<file path="config.mk">
export PLATFORM = sky130hd
export DESIGN_NAME = ccp_compare_pwm
export DESIGN_NICKNAME = d
export VERILOG_FILES = /design/src/rtl/ccp_pkg.sv /design/src/rtl/ccp_bus_if.sv /design/src/rtl/ccp_compare_pwm.sv /design/src/rtl/ccp_timers.sv
export SDC_FILE = /design/constraint.sdc
export NUM_CORES = 1
export LEC_CHECK = 0
export ABC_CLOCK_PERIOD_IN_PS = 3100
export BUFFER_PORTS_ARGS = -buffer_cell sky130_fd_sc_hd__buf_2
export CORE_MARGIN = 5
export CORE_UTILIZATION = 61
export DETAILED_ROUTE_END_ITERATION = 6
export PLACE_DENSITY = 0.89
export REMOVE_ABC_BUFFERS = 1
export SETUP_SLACK_MARGIN = 0.05
export SLEW_MARGIN = 15
export SYNTH_ARGS = -nofsm -noshare
export SYNTH_HDL_FRONTEND = slang
export SYNTH_HIERARCHICAL = 1
export SYNTH_SLANG_ARGS = --single-unit
</file>
<file path="constraint.sdc">
create_clock -name CLK -period 3.1 [get_ports CLK]
set_input_delay 0.465 -clock CLK [delete_from_list [all_inputs] [get_ports CLK]]
set_output_delay 0.465 -clock CLK [all_outputs]
set_load 0.05 [all_outputs]
</file>
<file path="src/rtl/ccp_pkg.sv">
// constants for the compare and pwm unit
// assumes a byte-wide register port and a single 40 MHz clock
package ccp_pkg;
    // register offsets
    localparam logic [7:0] ADDR_FLAGS = 8'h0c;
    localparam logic [7:0] ADDR_TIMER2_COUNT = 8'h11;
    localparam logic [7:0] ADDR_T2CTL = 8'h12;
    localparam logic [7:0] ADDR_CCPL = 8'h15;
    localparam logic [7:0] ADDR_CCPH = 8'h16;
    localparam logic [7:0] ADDR_CCPCTL = 8'h17;
    localparam logic [7:0] ADDR_ENABLES = 8'h8c;
    localparam logic [7:0] ADDR_PERIOD = 8'h92;
    localparam logic [7:0] ADDR_T1L = 8'he0;
    localparam logic [7:0] ADDR_T1H = 8'he1;
    localparam logic [7:0] ADDR_T1CTL = 8'he2;
    // field positions
    localparam int FLAG_T1OVF_BIT = 0;
    localparam int FLAG_T2MATCH_BIT = 1;
    localparam int FLAG_CCP_BIT = 2;
    localparam int T2_ON_BIT = 2;
    localparam int T1_ON_BIT = 0;
    // reset values
    localparam logic [7:0] PERIOD_RESET = 8'hff;
    localparam logic [7:0] ZERO_RESET = 8'h00;
    // mode field encodings
    typedef enum logic [3:0] {
        MODE_OFF = 4'b0000,
        MODE_SET = 4'b1000,
        MODE_CLR = 4'b1001,
        MODE_SWI = 4'b1010,
        MODE_SPEV = 4'b1011,
        MODE_PWM = 4'b1100
    } ccp_mode_t;
endpackage : ccp_pkg

</file>
<file path="src/rtl/ccp_bus_if.sv">
// carrier for timer state shared between the timers and the core
// assumes both ends run on CLK
`timescale 1ns/10ps
interface ccp_bus_if;
    logic [15:0] t1_count;
    logic t1_clear;
    logic t1_wrap;
    logic [7:0] t2_count;
    logic [1:0] t2_fine;
    logic t2_period_end;
    modport timers (output t1_count, output t1_wrap, output t2_count, output t2_fine, output t2_period_end,
        input t1_clear);
    modport core (input t1_count, input t1_wrap, input t2_count, input t2_fine, input t2_period_end,
        output t1_clear);
endinterface : ccp_bus_if

</file>
<file path="src/rtl/ccp_compare_pwm.sv">
// compare and pulse-width unit: register port, compare engine, pwm engine
// assumes a byte register port on CLK and an external pin that reads PIN_DIR_N low as output
// Operation
// [RULE1] compare 16-bit value with timer1, act on pin
// [RULE2] match sets event flag with pin action
// [RULE3] zero control write clears compare latch
// [RULE4] software-interrupt mode only sets flag
// [RULE5] trigger clears timer1, starts converter
// [RULE6] trigger reset never sets timer1 overflow
// [RULE7] software runs timer1 synchronously
// [RULE8] software sets pin direction to output
// [RULE9] pwm output with 10-bit resolution; at 1:1 prescale the code gives only 8-bit resolution
// [RULE10] period end clears timer2, sets pin
// [RULE11] period end loads duty into active copy
// [RULE12] postscaler never affects pwm period
// [RULE13] duty is low byte plus control 5:4
// [RULE14] new duty applies only after period end
// [RULE15] high byte read-only in pwm mode
// [RULE16] duty double-buffered for glitch-free output
// [RULE17] clear pin when duty equals extended timer2
// [RULE18] duty above period keeps pin high
// [RULE19] zero control write clears pwm latch
// [RULE20] mode field decodes six modes
// [RULE21] off mode releases pin to port
`timescale 1ns/10ps
module ccp_compare_pwm (
    input wire logic CLK,
    input wire logic RESET_N,
    input wire logic [7:0] ADDR,
    input wire logic [7:0] WDATA,
    input wire logic WR,
    input wire logic RD,
    input wire logic ADC_ENABLE,
    output logic [7:0] RDATA,
    output logic CCP_PIN_OUT,
    output logic CCP_PIN_ACTIVE,
    output logic ADC_START,
    output logic CCP_IRQ
);
    logic [7:0] low_reg;
    logic [7:0] high_reg;
    logic [7:0] ctl_reg;
    logic [7:0] flags_reg;
    logic [7:0] enables_reg;
    logic [7:0] t2ctl_reg;
    logic [7:0] period_reg;
    logic [7:0] t1ctl_reg;
    logic [1:0] fine_reg;
    logic cmp_latch_reg;
    logic pwm_latch_reg;
    logic match_prev_reg;
    logic pwm_start_reg;
    logic [7:0] rdata_next;
    logic [7:0] flags_next;
    ccp_bus_if tbus ();

    // decode of strobes and mode
    logic wr_low, wr_high, wr_ctl, wr_flags, wr_en, wr_t2ctl, wr_period, wr_t1ctl;
    ccp_pkg::ccp_mode_t mode;
    logic is_cmp, is_pwm, is_off;
    logic match_level, match_pulse;
    logic [9:0] duty_active;
    logic [9:0] fine_count;
    logic pwm_clear, pwm_set;
    logic fine_direct;
    assign wr_low = WR && (ADDR == ccp_pkg::ADDR_CCPL);
    // high byte writes are dropped in pwm mode [RULE15]
    assign wr_high = WR && (ADDR == ccp_pkg::ADDR_CCPH) && !is_pwm;
    assign wr_ctl = WR && (ADDR == ccp_pkg::ADDR_CCPCTL);
    assign wr_flags = WR && (ADDR == ccp_pkg::ADDR_FLAGS);
    assign wr_en = WR && (ADDR == ccp_pkg::ADDR_ENABLES);
    assign wr_t2ctl = WR && (ADDR == ccp_pkg::ADDR_T2CTL);
    assign wr_period = WR && (ADDR == ccp_pkg::ADDR_PERIOD);
    assign wr_t1ctl = WR && (ADDR == ccp_pkg::ADDR_T1CTL);
    // undefined codes behave as off [RULE20]
    assign mode = ccp_pkg::ccp_mode_t'(ctl_reg[3:0]);
    assign is_cmp = (mode == ccp_pkg::MODE_SET) || (mode == ccp_pkg::MODE_CLR) || (mode == ccp_pkg::MODE_SWI)
        || (mode == ccp_pkg::MODE_SPEV); // [RULE20]
    assign is_pwm = (mode == ccp_pkg::MODE_PWM); // [RULE20]
    assign is_off = !is_cmp && !is_pwm; // [RULE21]

    // continuous 16-bit equality, acted on once per arrival at the value
    assign match_level = is_cmp && ({high_reg, low_reg} == tbus.t1_count); // [RULE1]
    assign match_pulse = match_level && !match_prev_reg;
    assign tbus.t1_clear = match_pulse && (mode == ccp_pkg::MODE_SPEV); // [RULE5]

    // pwm: active copy is high byte plus internal 2-bit latch [RULE16] [RULE13]
    assign duty_active = {high_reg, fine_reg};
    // 1:1 prescale has no phase bits, so the copy's own low bits stand in and resolution drops to the count
    assign fine_direct = (t2ctl_reg[1:0] == 2'b00);
    assign fine_count = {tbus.t2_count, fine_direct ? fine_reg : tbus.t2_fine}; // [RULE17]
    // a duty above the period never matches, so the pin never clears [RULE18]
    assign pwm_clear = is_pwm && (duty_active == fine_count); // [RULE17]
    // zero duty never sets the pin [RULE10]
    assign pwm_set = is_pwm && tbus.t2_period_end && ({low_reg, ctl_reg[5:4]} != 10'h000);

    ccp_timers u_timers (
        .CLK(CLK),
        .RESET_N(RESET_N),
        .t1_run(t1ctl_reg[ccp_pkg::T1_ON_BIT]),
        .t1_wr_lo(WR && (ADDR == ccp_pkg::ADDR_T1L)),
        .t1_wr_hi(WR && (ADDR == ccp_pkg::ADDR_T1H)),
        .t2_wr(WR && (ADDR == ccp_pkg::ADDR_TIMER2_COUNT)),
        .wdata(WDATA),
        .t2_control(t2ctl_reg),
        .period(period_reg),
        .tb(tbus.timers)
    );

    // flags: hardware set wins over a software clear in the same cycle
    always_comb begin
        flags_next = flags_reg;
        if (wr_flags) begin
            flags_next = WDATA & 8'h07;
        end
        if (match_pulse) begin
            flags_next[ccp_pkg::FLAG_CCP_BIT] = 1'b1; // [RULE2] [RULE4]
        end
        if (tbus.t1_wrap) begin
            flags_next[ccp_pkg::FLAG_T1OVF_BIT] = 1'b1; // [RULE6]
        end
        if (tbus.t2_period_end) begin
            flags_next[ccp_pkg::FLAG_T2MATCH_BIT] = 1'b1;
        end
    end

    // read mux; unmapped addresses read zero
    always_comb begin
        case (ADDR)
            ccp_pkg::ADDR_FLAGS: rdata_next = flags_reg;
            ccp_pkg::ADDR_TIMER2_COUNT: rdata_next = tbus.t2_count;
            ccp_pkg::ADDR_T2CTL: rdata_next = t2ctl_reg;
            ccp_pkg::ADDR_CCPL: rdata_next = low_reg;
            ccp_pkg::ADDR_CCPH: rdata_next = high_reg;
            ccp_pkg::ADDR_CCPCTL: rdata_next = ctl_reg;
            ccp_pkg::ADDR_ENABLES: rdata_next = enables_reg;
            ccp_pkg::ADDR_PERIOD: rdata_next = period_reg;
            ccp_pkg::ADDR_T1L: rdata_next = tbus.t1_count[7:0];
            ccp_pkg::ADDR_T1H: rdata_next = tbus.t1_count[15:8];
            ccp_pkg::ADDR_T1CTL: rdata_next = t1ctl_reg;
            default: rdata_next = 8'h00;
        endcase
    end

    // plain configuration registers
    always_ff @(posedge CLK) begin
        if (!RESET_N) begin
            ctl_reg <= ccp_pkg::ZERO_RESET;
            enables_reg <= ccp_pkg::ZERO_RESET;
            t2ctl_reg <= ccp_pkg::ZERO_RESET;
            period_reg <= ccp_pkg::PERIOD_RESET;
            t1ctl_reg <= ccp_pkg::ZERO_RESET;
            flags_reg <= ccp_pkg::ZERO_RESET;
            low_reg <= ccp_pkg::ZERO_RESET;
        end else begin
            flags_reg <= flags_next;
            if (wr_ctl) ctl_reg <= WDATA & 8'h3f;
            if (wr_en) enables_reg <= WDATA & 8'h07;
            if (wr_t2ctl) t2ctl_reg <= WDATA & 8'h7f;
            if (wr_period) period_reg <= WDATA;
            if (wr_t1ctl) t1ctl_reg <= WDATA & 8'h01;
            if (wr_low) low_reg <= WDATA; // [RULE14] takes effect only at period end in pwm
        end
    end

    // active duty copy: loaded at period end in pwm mode, otherwise written as the high byte
    always_ff @(posedge CLK) begin
        if (!RESET_N) begin
            high_reg <= ccp_pkg::ZERO_RESET;
            fine_reg <= 2'h0;
        end else if (is_pwm && tbus.t2_period_end) begin
            high_reg <= low_reg; // [RULE11] [RULE14]
            fine_reg <= ctl_reg[5:4]; // [RULE11] [RULE16]
        end else if (wr_high) begin
            high_reg <= WDATA;
        end
    end

    // compare output latch
    always_ff @(posedge CLK) begin
        if (!RESET_N) begin
            cmp_latch_reg <= 1'b0;
            match_prev_reg <= 1'b0;
        end else begin
            match_prev_reg <= match_level;
            if (wr_ctl && (WDATA == 8'h00)) begin
                cmp_latch_reg <= 1'b0; // [RULE3]
            end else if (match_pulse && (mode == ccp_pkg::MODE_SET)) begin
                cmp_latch_reg <= 1'b1; // [RULE1]
            end else if (match_pulse && (mode == ccp_pkg::MODE_CLR)) begin
                cmp_latch_reg <= 1'b0; // [RULE1]
            end
        end
    end

    // pwm output latch: the set waits one cycle so the high time is exactly the duty count;
    // a clear in that same cycle wins, so a duty below one step never latches high
    always_ff @(posedge CLK) begin
        if (!RESET_N) begin
            pwm_start_reg <= 1'b0;
            pwm_latch_reg <= 1'b0;
        end else begin
            pwm_start_reg <= pwm_set; // [RULE10]
            if ((wr_ctl && (WDATA == 8'h00)) || !is_pwm) begin
                pwm_latch_reg <= 1'b0; // [RULE19]
            end else if (pwm_clear) begin
                pwm_latch_reg <= 1'b0; // [RULE17]
            end else if (pwm_start_reg) begin
                pwm_latch_reg <= 1'b1; // [RULE9] [RULE10]
            end
        end
    end

    // registered outputs
    always_ff @(posedge CLK) begin
        if (!RESET_N) begin
            RDATA <= 8'h00;
            CCP_PIN_OUT <= 1'b0;
            CCP_PIN_ACTIVE <= 1'b0;
            ADC_START <= 1'b0;
            CCP_IRQ <= 1'b0;
        end else begin
            RDATA <= RD ? rdata_next : 8'h00;
            CCP_PIN_OUT <= is_pwm ? pwm_latch_reg : cmp_latch_reg;
            // swi and off modes leave the pin to the port [RULE4] [RULE21]
            CCP_PIN_ACTIVE <= is_pwm || (mode == ccp_pkg::MODE_SET) || (mode == ccp_pkg::MODE_CLR)
                || (mode == ccp_pkg::MODE_SPEV);
            ADC_START <= tbus.t1_clear && ADC_ENABLE; // [RULE5]
            CCP_IRQ <= flags_reg[ccp_pkg::FLAG_CCP_BIT] && enables_reg[ccp_pkg::FLAG_CCP_BIT]; // [RULE4]
        end
    end
endmodule : ccp_compare_pwm

</file>
<file path="src/rtl/ccp_timers.sv">
// timer1 and timer2 time bases for the compare and pwm unit
// assumes writes arrive from the core register port on CLK
`timescale 1ns/10ps
module ccp_timers (
    input wire logic CLK,
    input wire logic RESET_N,
    input wire logic t1_run,
    input wire logic t1_wr_lo,
    input wire logic t1_wr_hi,
    input wire logic t2_wr,
    input wire logic [7:0] wdata,
    input wire logic [7:0] t2_control,
    input wire logic [7:0] period,
    ccp_bus_if.timers tb
);
    logic [15:0] t1_reg;
    logic [7:0] t2_reg;
    logic [3:0] pre_reg;
    logic t2_on;
    logic [3:0] pre_top;
    logic pre_tick;
    logic at_period;

    // prescale 1, 4 or 16 selected by the two low control bits
    assign t2_on = t2_control[ccp_pkg::T2_ON_BIT];
    assign pre_top = (t2_control[1:0] == 2'b00) ? 4'h0 : (t2_control[1:0] == 2'b01) ? 4'h3 : 4'hf;
    assign pre_tick = t2_on && (pre_reg == pre_top);
    assign at_period = (t2_reg == period);
    // postscaler is deliberately absent: it never shapes the pwm period [RULE12]
    assign tb.t2_period_end = pre_tick && at_period;
    assign tb.t2_count = t2_reg;
    // fine bits: prescaler phase, or fixed phase for 1:1 prescale
    assign tb.t2_fine = (t2_control[1:0] == 2'b00) ? 2'h0 : pre_reg[3:2] & {2{t2_control[1]}} | pre_reg[1:0] & {2{~t2_control[1]}};
    assign tb.t1_count = t1_reg;
    // overflow only on a natural wrap, never on the trigger reset [RULE6]
    assign tb.t1_wrap = t1_run && (t1_reg == 16'hffff) && !tb.t1_clear;

    // timer2 with prescaler
    always_ff @(posedge CLK) begin
        if (!RESET_N) begin
            t2_reg <= ccp_pkg::ZERO_RESET;
            pre_reg <= 4'h0;
        end else if (t2_wr) begin
            t2_reg <= wdata;
            pre_reg <= 4'h0;
        end else if (t2_on) begin
            pre_reg <= pre_tick ? 4'h0 : pre_reg + 4'h1;
            if (pre_tick) begin
                t2_reg <= at_period ? 8'h00 : t2_reg + 8'h01; // [RULE10]
            end
        end
    end

    // timer1, synchronous timer mode only
    always_ff @(posedge CLK) begin
        if (!RESET_N) begin
            t1_reg <= 16'h0000;
        end else if (tb.t1_clear) begin
            t1_reg <= 16'h0000; // [RULE5]
        end else if (t1_wr_lo) begin
            t1_reg <= {t1_reg[15:8], wdata};
        end else if (t1_wr_hi) begin
            t1_reg <= {wdata, t1_reg[7:0]};
        end else if (t1_run) begin
            t1_reg <= t1_reg + 16'h0001;
        end
    end
endmodule : ccp_timers

</file>
==> reports/qor.log, run 1 <==
qor: grt.grt_antenna_before_repair 0
qor: power.switchingPower 0.562 mW
qor: logic_synthesis.synth.avg_cell_area 8.53 sq um
qor: worst_setup_path.cp_slowest_stage_delay 0.63 ns
qor: power.vdd_drop_max 0.208 mV
qor: power.p_comb_share 6.4%
qor: clocking.postCtsSetupBuffers 0
qor: worst_setup_path.r2r.worst_path.cells 8
qor: worst_setup_path.worst_ep_arrival 2.91 ns
qor: route.route.final.wire_length 15.9 mm
qor: grt.grt_pass1_vias 4776
qor: timing.min_period_over_period 85.6%
qor: grt.globalRouteOverflowTotal 0
qor: worst_setup_path.slowest_stage sky130_fd_sc_hd__o31a_1
qor: worst_setup_path.path_delay_family compound AO/OA/AOI/OAI gates
qor: clocking.cts-resized-gates 0
qor: finish.drive_above_1_share 11.7%
qor: die.vertical_die_dimension 102 um
qor: logic_synthesis.cell_count_after_synthesis 610
qor: logic_synthesis.netlist_area 5200 sq um
qor: die.fp.dieArea 10500 sq um
qor: worst_setup_path.cp_num_buf_inv 1
qor: finish.final.fill_count 689
qor: finish.flip_flop_count_of_the_largest_register_all_copies_and_words_added 16
qor: worst_setup_path.worstSetupEndpointType flip-flop
qor: worst_setup_path.critPathKind reg2reg
qor: timing.clock-skew-final 0.0114 ns
qor: route.first_iter_violations 402
qor: clocking.clock_edge_transition_at_the_registers_on_the_reported_setup_and_hold_paths 0.10 ns
qor: power.p_int 1.58 mW
qor: grt.first_pass_grt_wire_length 24.9 mm
qor: placed_design.post-place-cells 723
qor: clocking.clock_insertion_delay_worst_skew 0.38 ns
qor: die.core_area 8260 sq um
qor: placed_design.placement.io_buffers 32
qor: clocking.cts_hold_repair.buffers 0
qor: clocking.cts_tree built
qor: timing.rsz_0062_raised_after_global_routing false
qor: status.status finished, final reports clean
qor: route.viasPerCell 6.72
qor: timing.final_min_period 2.65 ns
qor: route.ant_nets 0
qor: worst_setup_path.critical_path.reg2reg.endpoint high_reg[2]
qor: die.pin_count 33
qor: route.drcViolationCount 0
qor: power.power.switching_fraction 26.2%
qor: grt.maximum_number_of_pins_on_one_net_before_global_route_repair 26
qor: worst_hold_path.hold_path_startpoint ADC_ENABLE
qor: timing.fmax 0.377 GHz
qor: worst_setup_path.ff_to_ff_start t2ctl_reg[1]
qor: job.maxCapViolCount 0
qor: worst_hold_path.holdCritPathClass in2reg
qor: finish.antenna_cells_inserted 0
qor: finish.layoutNonFillerInstCount 739
qor: power.total_leakage_power 2.37 nW
qor: clocking.cts_root_buf sky130_fd_sc_hd__clkbuf_8
qor: timing.finalSetupViolCount 0
qor: finish.area_delta_synth_final 7.74%
qor: worst_setup_path.cp-startpoint t2ctl_reg[1]
qor: worst_setup_path.worstPathCellList o211a_1, o221ai_1, nor3_1, buf_4, nand2_1, o31a_1, mux2i_1, nor2_1
qor: grt.gr-usage-all-layers 30.9%
qor: worst_setup_path.critical_path_depth 8
qor: worst_setup_path.timing.critical_path.from_type flip-flop
qor: placed_design.place.detailed.hpwl 11.1 mm
qor: die.floorplan.initialDensity 63.0%
qor: logic_synthesis.ys.warnings.count 6
qor: power.pwr_density_cell 382 nW/um^2
qor: worst_setup_path.crit_path_end high_reg[2]
qor: route.routed_wire_length_per_instance 21.5 um
qor: placed_design.routabilityCongestion 0.986
qor: timing.number_of_max_slew_violations_in_the_final_report 0
qor: power.clock_power_share 39.0%
qor: timing.finalSetupTns 0 ns
qor: timing.hold_violations 0
qor: die.floorplan.rows 33
qor: finish.final_layout_net_count 653
qor: route.via_count 4969
qor: timing.relSlewSlack 44.1%
qor: finish.area_of_all_sequential_standard_cells 1800 sq um
qor: clocking.numClockSinks 90
qor: clocking.number_of_buffers_created_by_cts 9
qor: worst_setup_path.critPathRequiredTime 3.36 ns
qor: worst_setup_path.crit_path_max_fanout 12
qor: worst_setup_path.r2r_setup_slack 0.45 ns
qor: timing.worst_slew_pin_slew 0.837 ns
qor: power.share_seq_of_total_power 54.6%
qor: die.fp.dieW 102 um
qor: clocking.clock_tree.buffer_depth 2
qor: clocking.ctsHtreeMaxLevel 3
qor: route.detail_route.first_pass.iterations 7
qor: finish.multiInputGateArea 3210 sq um
## power groups by stage
stage | registers, mW | logic [mW] | clock network, mW
final | 1.17 | 0.138 | 0.836
after global routing | 1.17 | 0.146 | 0.885
after global placement | 1.20 | 0.130 | 0
after detailed placement | 1.20 | 0.132 | 0
after CTS | 1.17 | 0.133 | 0.836
after floorplan | 1.19 | 0.0566 | 0
## cell usage in the layout (no fill, tap or decap), types with 9 or more instances in the layout
cell type / count
sky130_fd_sc_hd__buf_2: 32
sky130_fd_sc_hd__a22oi_1: 13
sky130_fd_sc_hd__mux2i_1: 57
sky130_fd_sc_hd__mux2_1: 14
sky130_fd_sc_hd__dfxtp_1: 90
sky130_fd_sc_hd__nor4_1: 11
sky130_fd_sc_hd__xnor2_1: 19
sky130_fd_sc_hd__clkbuf_8: 9
sky130_fd_sc_hd__nor3_1: 10
sky130_fd_sc_hd__nand3_1: 24
sky130_fd_sc_hd__nand2_1: 67
sky130_fd_sc_hd__o21ai_0: 16
sky130_fd_sc_hd__nor2_1: 67
sky130_fd_sc_hd__nand4_1: 10
sky130_fd_sc_hd__xor2_1: 29
sky130_fd_sc_hd__buf_4: 10
sky130_fd_sc_hd__a21oi_1: 36
## tightest hold or removal path: stages
cell,delay (ns)
sky130_fd_sc_hd__buf_2,0.09
sky130_fd_sc_hd__nand2_1,0.10
sky130_fd_sc_hd__nor4_2,0.06
## through the flow
step	setup WS, ns	hold slack (ns)	cell area, sq um	util (%)	power, mW
global placement	0.591	0.450	5410	65.5	1.33
floorplan	0.131	0.436	5040	-	1.25
finish	0.445	0.392	5610	67.9	2.14
detailed placement	0.536	0.451	5410	65.5	1.33
global route	0.330	0.366	5610	67.9	2.20
CTS	0.510	0.377	5610	67.9	2.14
## how the worst min path moves through the flow
| stage | to | slack (ns) | cells past startpoint |
|---|---|---|---|
| after detailed placement | t2ctl_reg[3] | 0.45 | 2 |
| after floorplan | t2ctl_reg[6] | 0.44 | 2 |
| after CTS | ADC_START | 0.38 | 3 |
| after global routing | ADC_START | 0.37 | 3 |
| after global placement | t2ctl_reg[3] | 0.45 | 2 |
| final | ADC_START | 0.39 | 3 |
## final cells by class
type                    count  share of cell area, %
clock buffers               9                   2.21
flip-flops and latches     90                   32.1
inverters                   8                  0.536
multi-input cells         478                   57.2
clock inverters             7                   1.34
repair buffers             42                   4.20
well taps                 105                   2.34
## per-layer routing
layer / vias to the layer above / GRT usage [%] / wire, um
li1: 2235 / - / -
met1: 2332 / 38.5 / 6100
met2: 324 / 49.2 / 7340
met3: 78 / 7.03 / 1650
met4: 0 / 17.4 / 773
met5: - / 0 / 0
Note: power is estimated with default switching activity, not from simulation.
==> run 2, diff against run 1 <==
CORE_UTILIZATION = 50   (was 61)
PLACE_DENSITY = 0.77   (was 0.89)
==> reports/qor.log, run 2 (synthesis results as in run 1) <==
qor: die.floorplan.initialDensity 50.8% [-12 points]
qor: finish.final_layout_net_count 664 [+1.7%]
qor: route.via_count 5014 [+0.91%]
qor: route.route.final.wire_length 16.5 mm [+4.0%]
qor: clocking.ctsHtreeMaxLevel 3 [unchanged]
qor: grt.globalRouteOverflowTotal 0 [unchanged]
qor: finish.final.fill_count 954 [+38%]
qor: worst_setup_path.critPathKind reg2reg
qor: worst_setup_path.worst_ep_arrival 2.82 ns [-0.09 ns]
qor: power.power.switching_fraction 24.6% [-1.7 points]
qor: route.first_iter_violations 570 [+42%]
qor: grt.grt_antenna_before_repair 0 [unchanged]
qor: power.share_seq_of_total_power 53.4% [-1.2 points]
qor: clocking.cts_tree built
qor: power.total_leakage_power 2.42 nW [+2.3%]
qor: clocking.number_of_buffers_created_by_cts 9 [unchanged]
qor: timing.hold_violations 0 [unchanged]
qor: status.status finished, final reports clean
qor: clocking.cts_root_buf sky130_fd_sc_hd__clkbuf_8
qor: clocking.numClockSinks 90 [unchanged]
qor: worst_setup_path.worstSetupEndpointType flip-flop
qor: grt.gr-usage-all-layers 26.2% [-4.7 points]
qor: power.pwr_density_cell 381 nW/um^2 [-0.27%]
qor: timing.clock-skew-final 0.0164 ns [+0.00500 ns]
qor: die.floorplan.rows 37 [+12%]
qor: timing.min_period_over_period 83.3% [-2.4 points]
qor: power.switchingPower 0.538 mW [-4.3%]
qor: timing.relSlewSlack 47.6% [+3.5 points]
qor: grt.first_pass_grt_wire_length 26.1 mm [+4.8%]
qor: route.detail_route.first_pass.iterations 6 [-1]
qor: timing.fmax 0.387 GHz [+2.9%]
qor: clocking.postCtsSetupBuffers 0 [unchanged]
qor: route.viasPerCell 6.43 [-4.4%]
qor: timing.finalSetupViolCount 0 [unchanged]
qor: finish.layout_commonest_cell sky130_fd_sc_hd__dfxtp_1
qor: worst_setup_path.critPathRequiredTime 3.34 ns [-0.02 ns]
qor: placed_design.place.detailed.hpwl 11.6 mm [+4.6%]
qor: finish.utilization 56.1% [-12 points]
qor: worst_setup_path.timing.critical_path.from_type flip-flop
qor: power.vdd_drop_max 0.269 mV [+29%]
qor: job.maxCapViolCount 0 [unchanged]
qor: grt.maximum_number_of_pins_on_one_net_before_global_route_repair 43 [+65%]
qor: die.vertical_die_dimension 112 um [+9.4%]
qor: timing.final_min_period 2.58 ns [-0.0736 ns]
qor: power.p_int 1.65 mW [+4.5%]
qor: die.core_area 10200 sq um [+24%]
qor: power.clock_power_share 40.0% [+1.0 points]
qor: die.fp.dieW 112 um [+9.4%]
qor: timing.number_of_max_slew_violations_in_the_final_report 0 [unchanged]
qor: timing.rsz_0062_raised_after_global_routing false
qor: finish.area_delta_synth_final 10.4%
qor: placed_design.placement.io_buffers 32 [unchanged]
qor: finish.mostFrequentLayoutCells sky130_fd_sc_hd__dfxtp_1, sky130_fd_sc_hd__nor2_1, sky130_fd_sc_hd__nand2_1
qor: route.ant_nets 0 [unchanged]
qor: worst_setup_path.crit_path_max_fanout 12 [unchanged]
qor: power.finalPower 2.19 mW [+2.2%]
qor: power.p_comb_share 6.6% [+0.2 points]
qor: route.routed_wire_length_per_instance 21.2 um [-1.4%]
qor: finish.antenna_cells_inserted 0 [unchanged]
qor: finish.drive_above_1_share 13.2% [+1.5 points]
qor: timing.worst_slew_pin_slew 0.785 ns [-0.0523 ns]
qor: clocking.clock_insertion_delay_worst_skew 0.37 ns [about the same]
qor: clocking.cts-resized-gates 0 [unchanged]
qor: grt.grt_pass1_vias 4688 [-1.8%]
qor: finish.flip_flop_count_of_the_largest_register_all_copies_and_words_added 16 [unchanged]
qor: timing.finalSetupTns 0 ns [unchanged]
qor: die.pin_count 33 [unchanged]
qor: placed_design.routabilityCongestion 0.935 [-5.1%]
qor: clocking.cts_hold_repair.buffers 0 [unchanged]
qor: die.fp.dieArea 12500 sq um [+20%]
qor: clocking.clock_tree.buffer_depth 2 [unchanged]
qor: worst_hold_path.holdCritPathClass in2reg
qor: route.drcViolationCount 0 [unchanged]
qor: clocking.clock_edge_transition_at_the_registers_on_the_reported_setup_and_hold_paths 0.09 ns [about the same]
==> run 2: layer usage <==
layer  up-vias  wire length [um]  track usage (%)  part of all wire (%)
met2       297              7920             43.8                    48
li1       2257                 -                -                     -
met5         -                 0                0                     0
met4         0               482             8.97                   2.9
met3        49              1660             5.43                    10
met1      2411              6440             33.7                    39
==> run 2: worst max-delay path, cell delays in order, from the launching register on <==
cell and delay [ns]:
sky130_fd_sc_hd__dfxtp_1 0.39, sky130_fd_sc_hd__nor4_1 0.42, sky130_fd_sc_hd__o221ai_1 0.17, sky130_fd_sc_hd__buf_4 0.20
sky130_fd_sc_hd__nor3_2 0.37, sky130_fd_sc_hd__nand2_2 0.28, sky130_fd_sc_hd__o31a_1 0.34, sky130_fd_sc_hd__mux2i_1 0.23
sky130_fd_sc_hd__nor2_1 0.05
==> run 2: metrics by stage <==
step           instance area, sq um  std cells  hold WS (ns)  setup slack, ns
3_5_place_dp                   5530        765         0.454            0.202
5_1_grt                        5740        780         0.396            0.319
6_report                       5740        780         0.404            0.519
3_3_place_gp                   5530        765         0.447            0.366
4_1_cts                        5740        780         0.401            0.183
2_1_floorplan                  5040        576         0.436            0.131
==> run 2: power by group through the flow <==
| stage | combinational [mW] | sequential (mW) | clock [mW] |
|---|---|---|---|
| after floorplan | 0.0566 | 1.19 | 0 |
| after global placement | 0.136 | 1.20 | 0 |
| after detailed placement | 0.139 | 1.20 | 0 |
| after CTS | 0.139 | 1.17 | 0.878 |
| after global routing | 0.153 | 1.17 | 0.935 |
| final | 0.145 | 1.17 | 0.876 |
==> run 2: area by class of cell <==
type,instances,area (sq um),share of cell area [%]
inverter,8,30.0,0.523
clock buffer,10,128,2.22
multi-input combinational,478,3220,56.0
sequential,90,1800,31.4
clock inverter,5,80.1,1.39
timing repair buffer,53,318,5.53
tap,136,170,2.96
==> run 2: worst paths after layout <==
kind / from / endpoint / slack [ns] / cells after the start
max: u_timers/pre_reg[0] / high_reg[1] / 0.52 / 8
min: ADC_ENABLE / ADC_START / 0.40 / 3
max reg2reg: u_timers/pre_reg[0] / high_reg[1] / 0.52 / 8
min reg2reg: t2ctl_reg[6] / t2ctl_reg[6] / 0.46 / 2
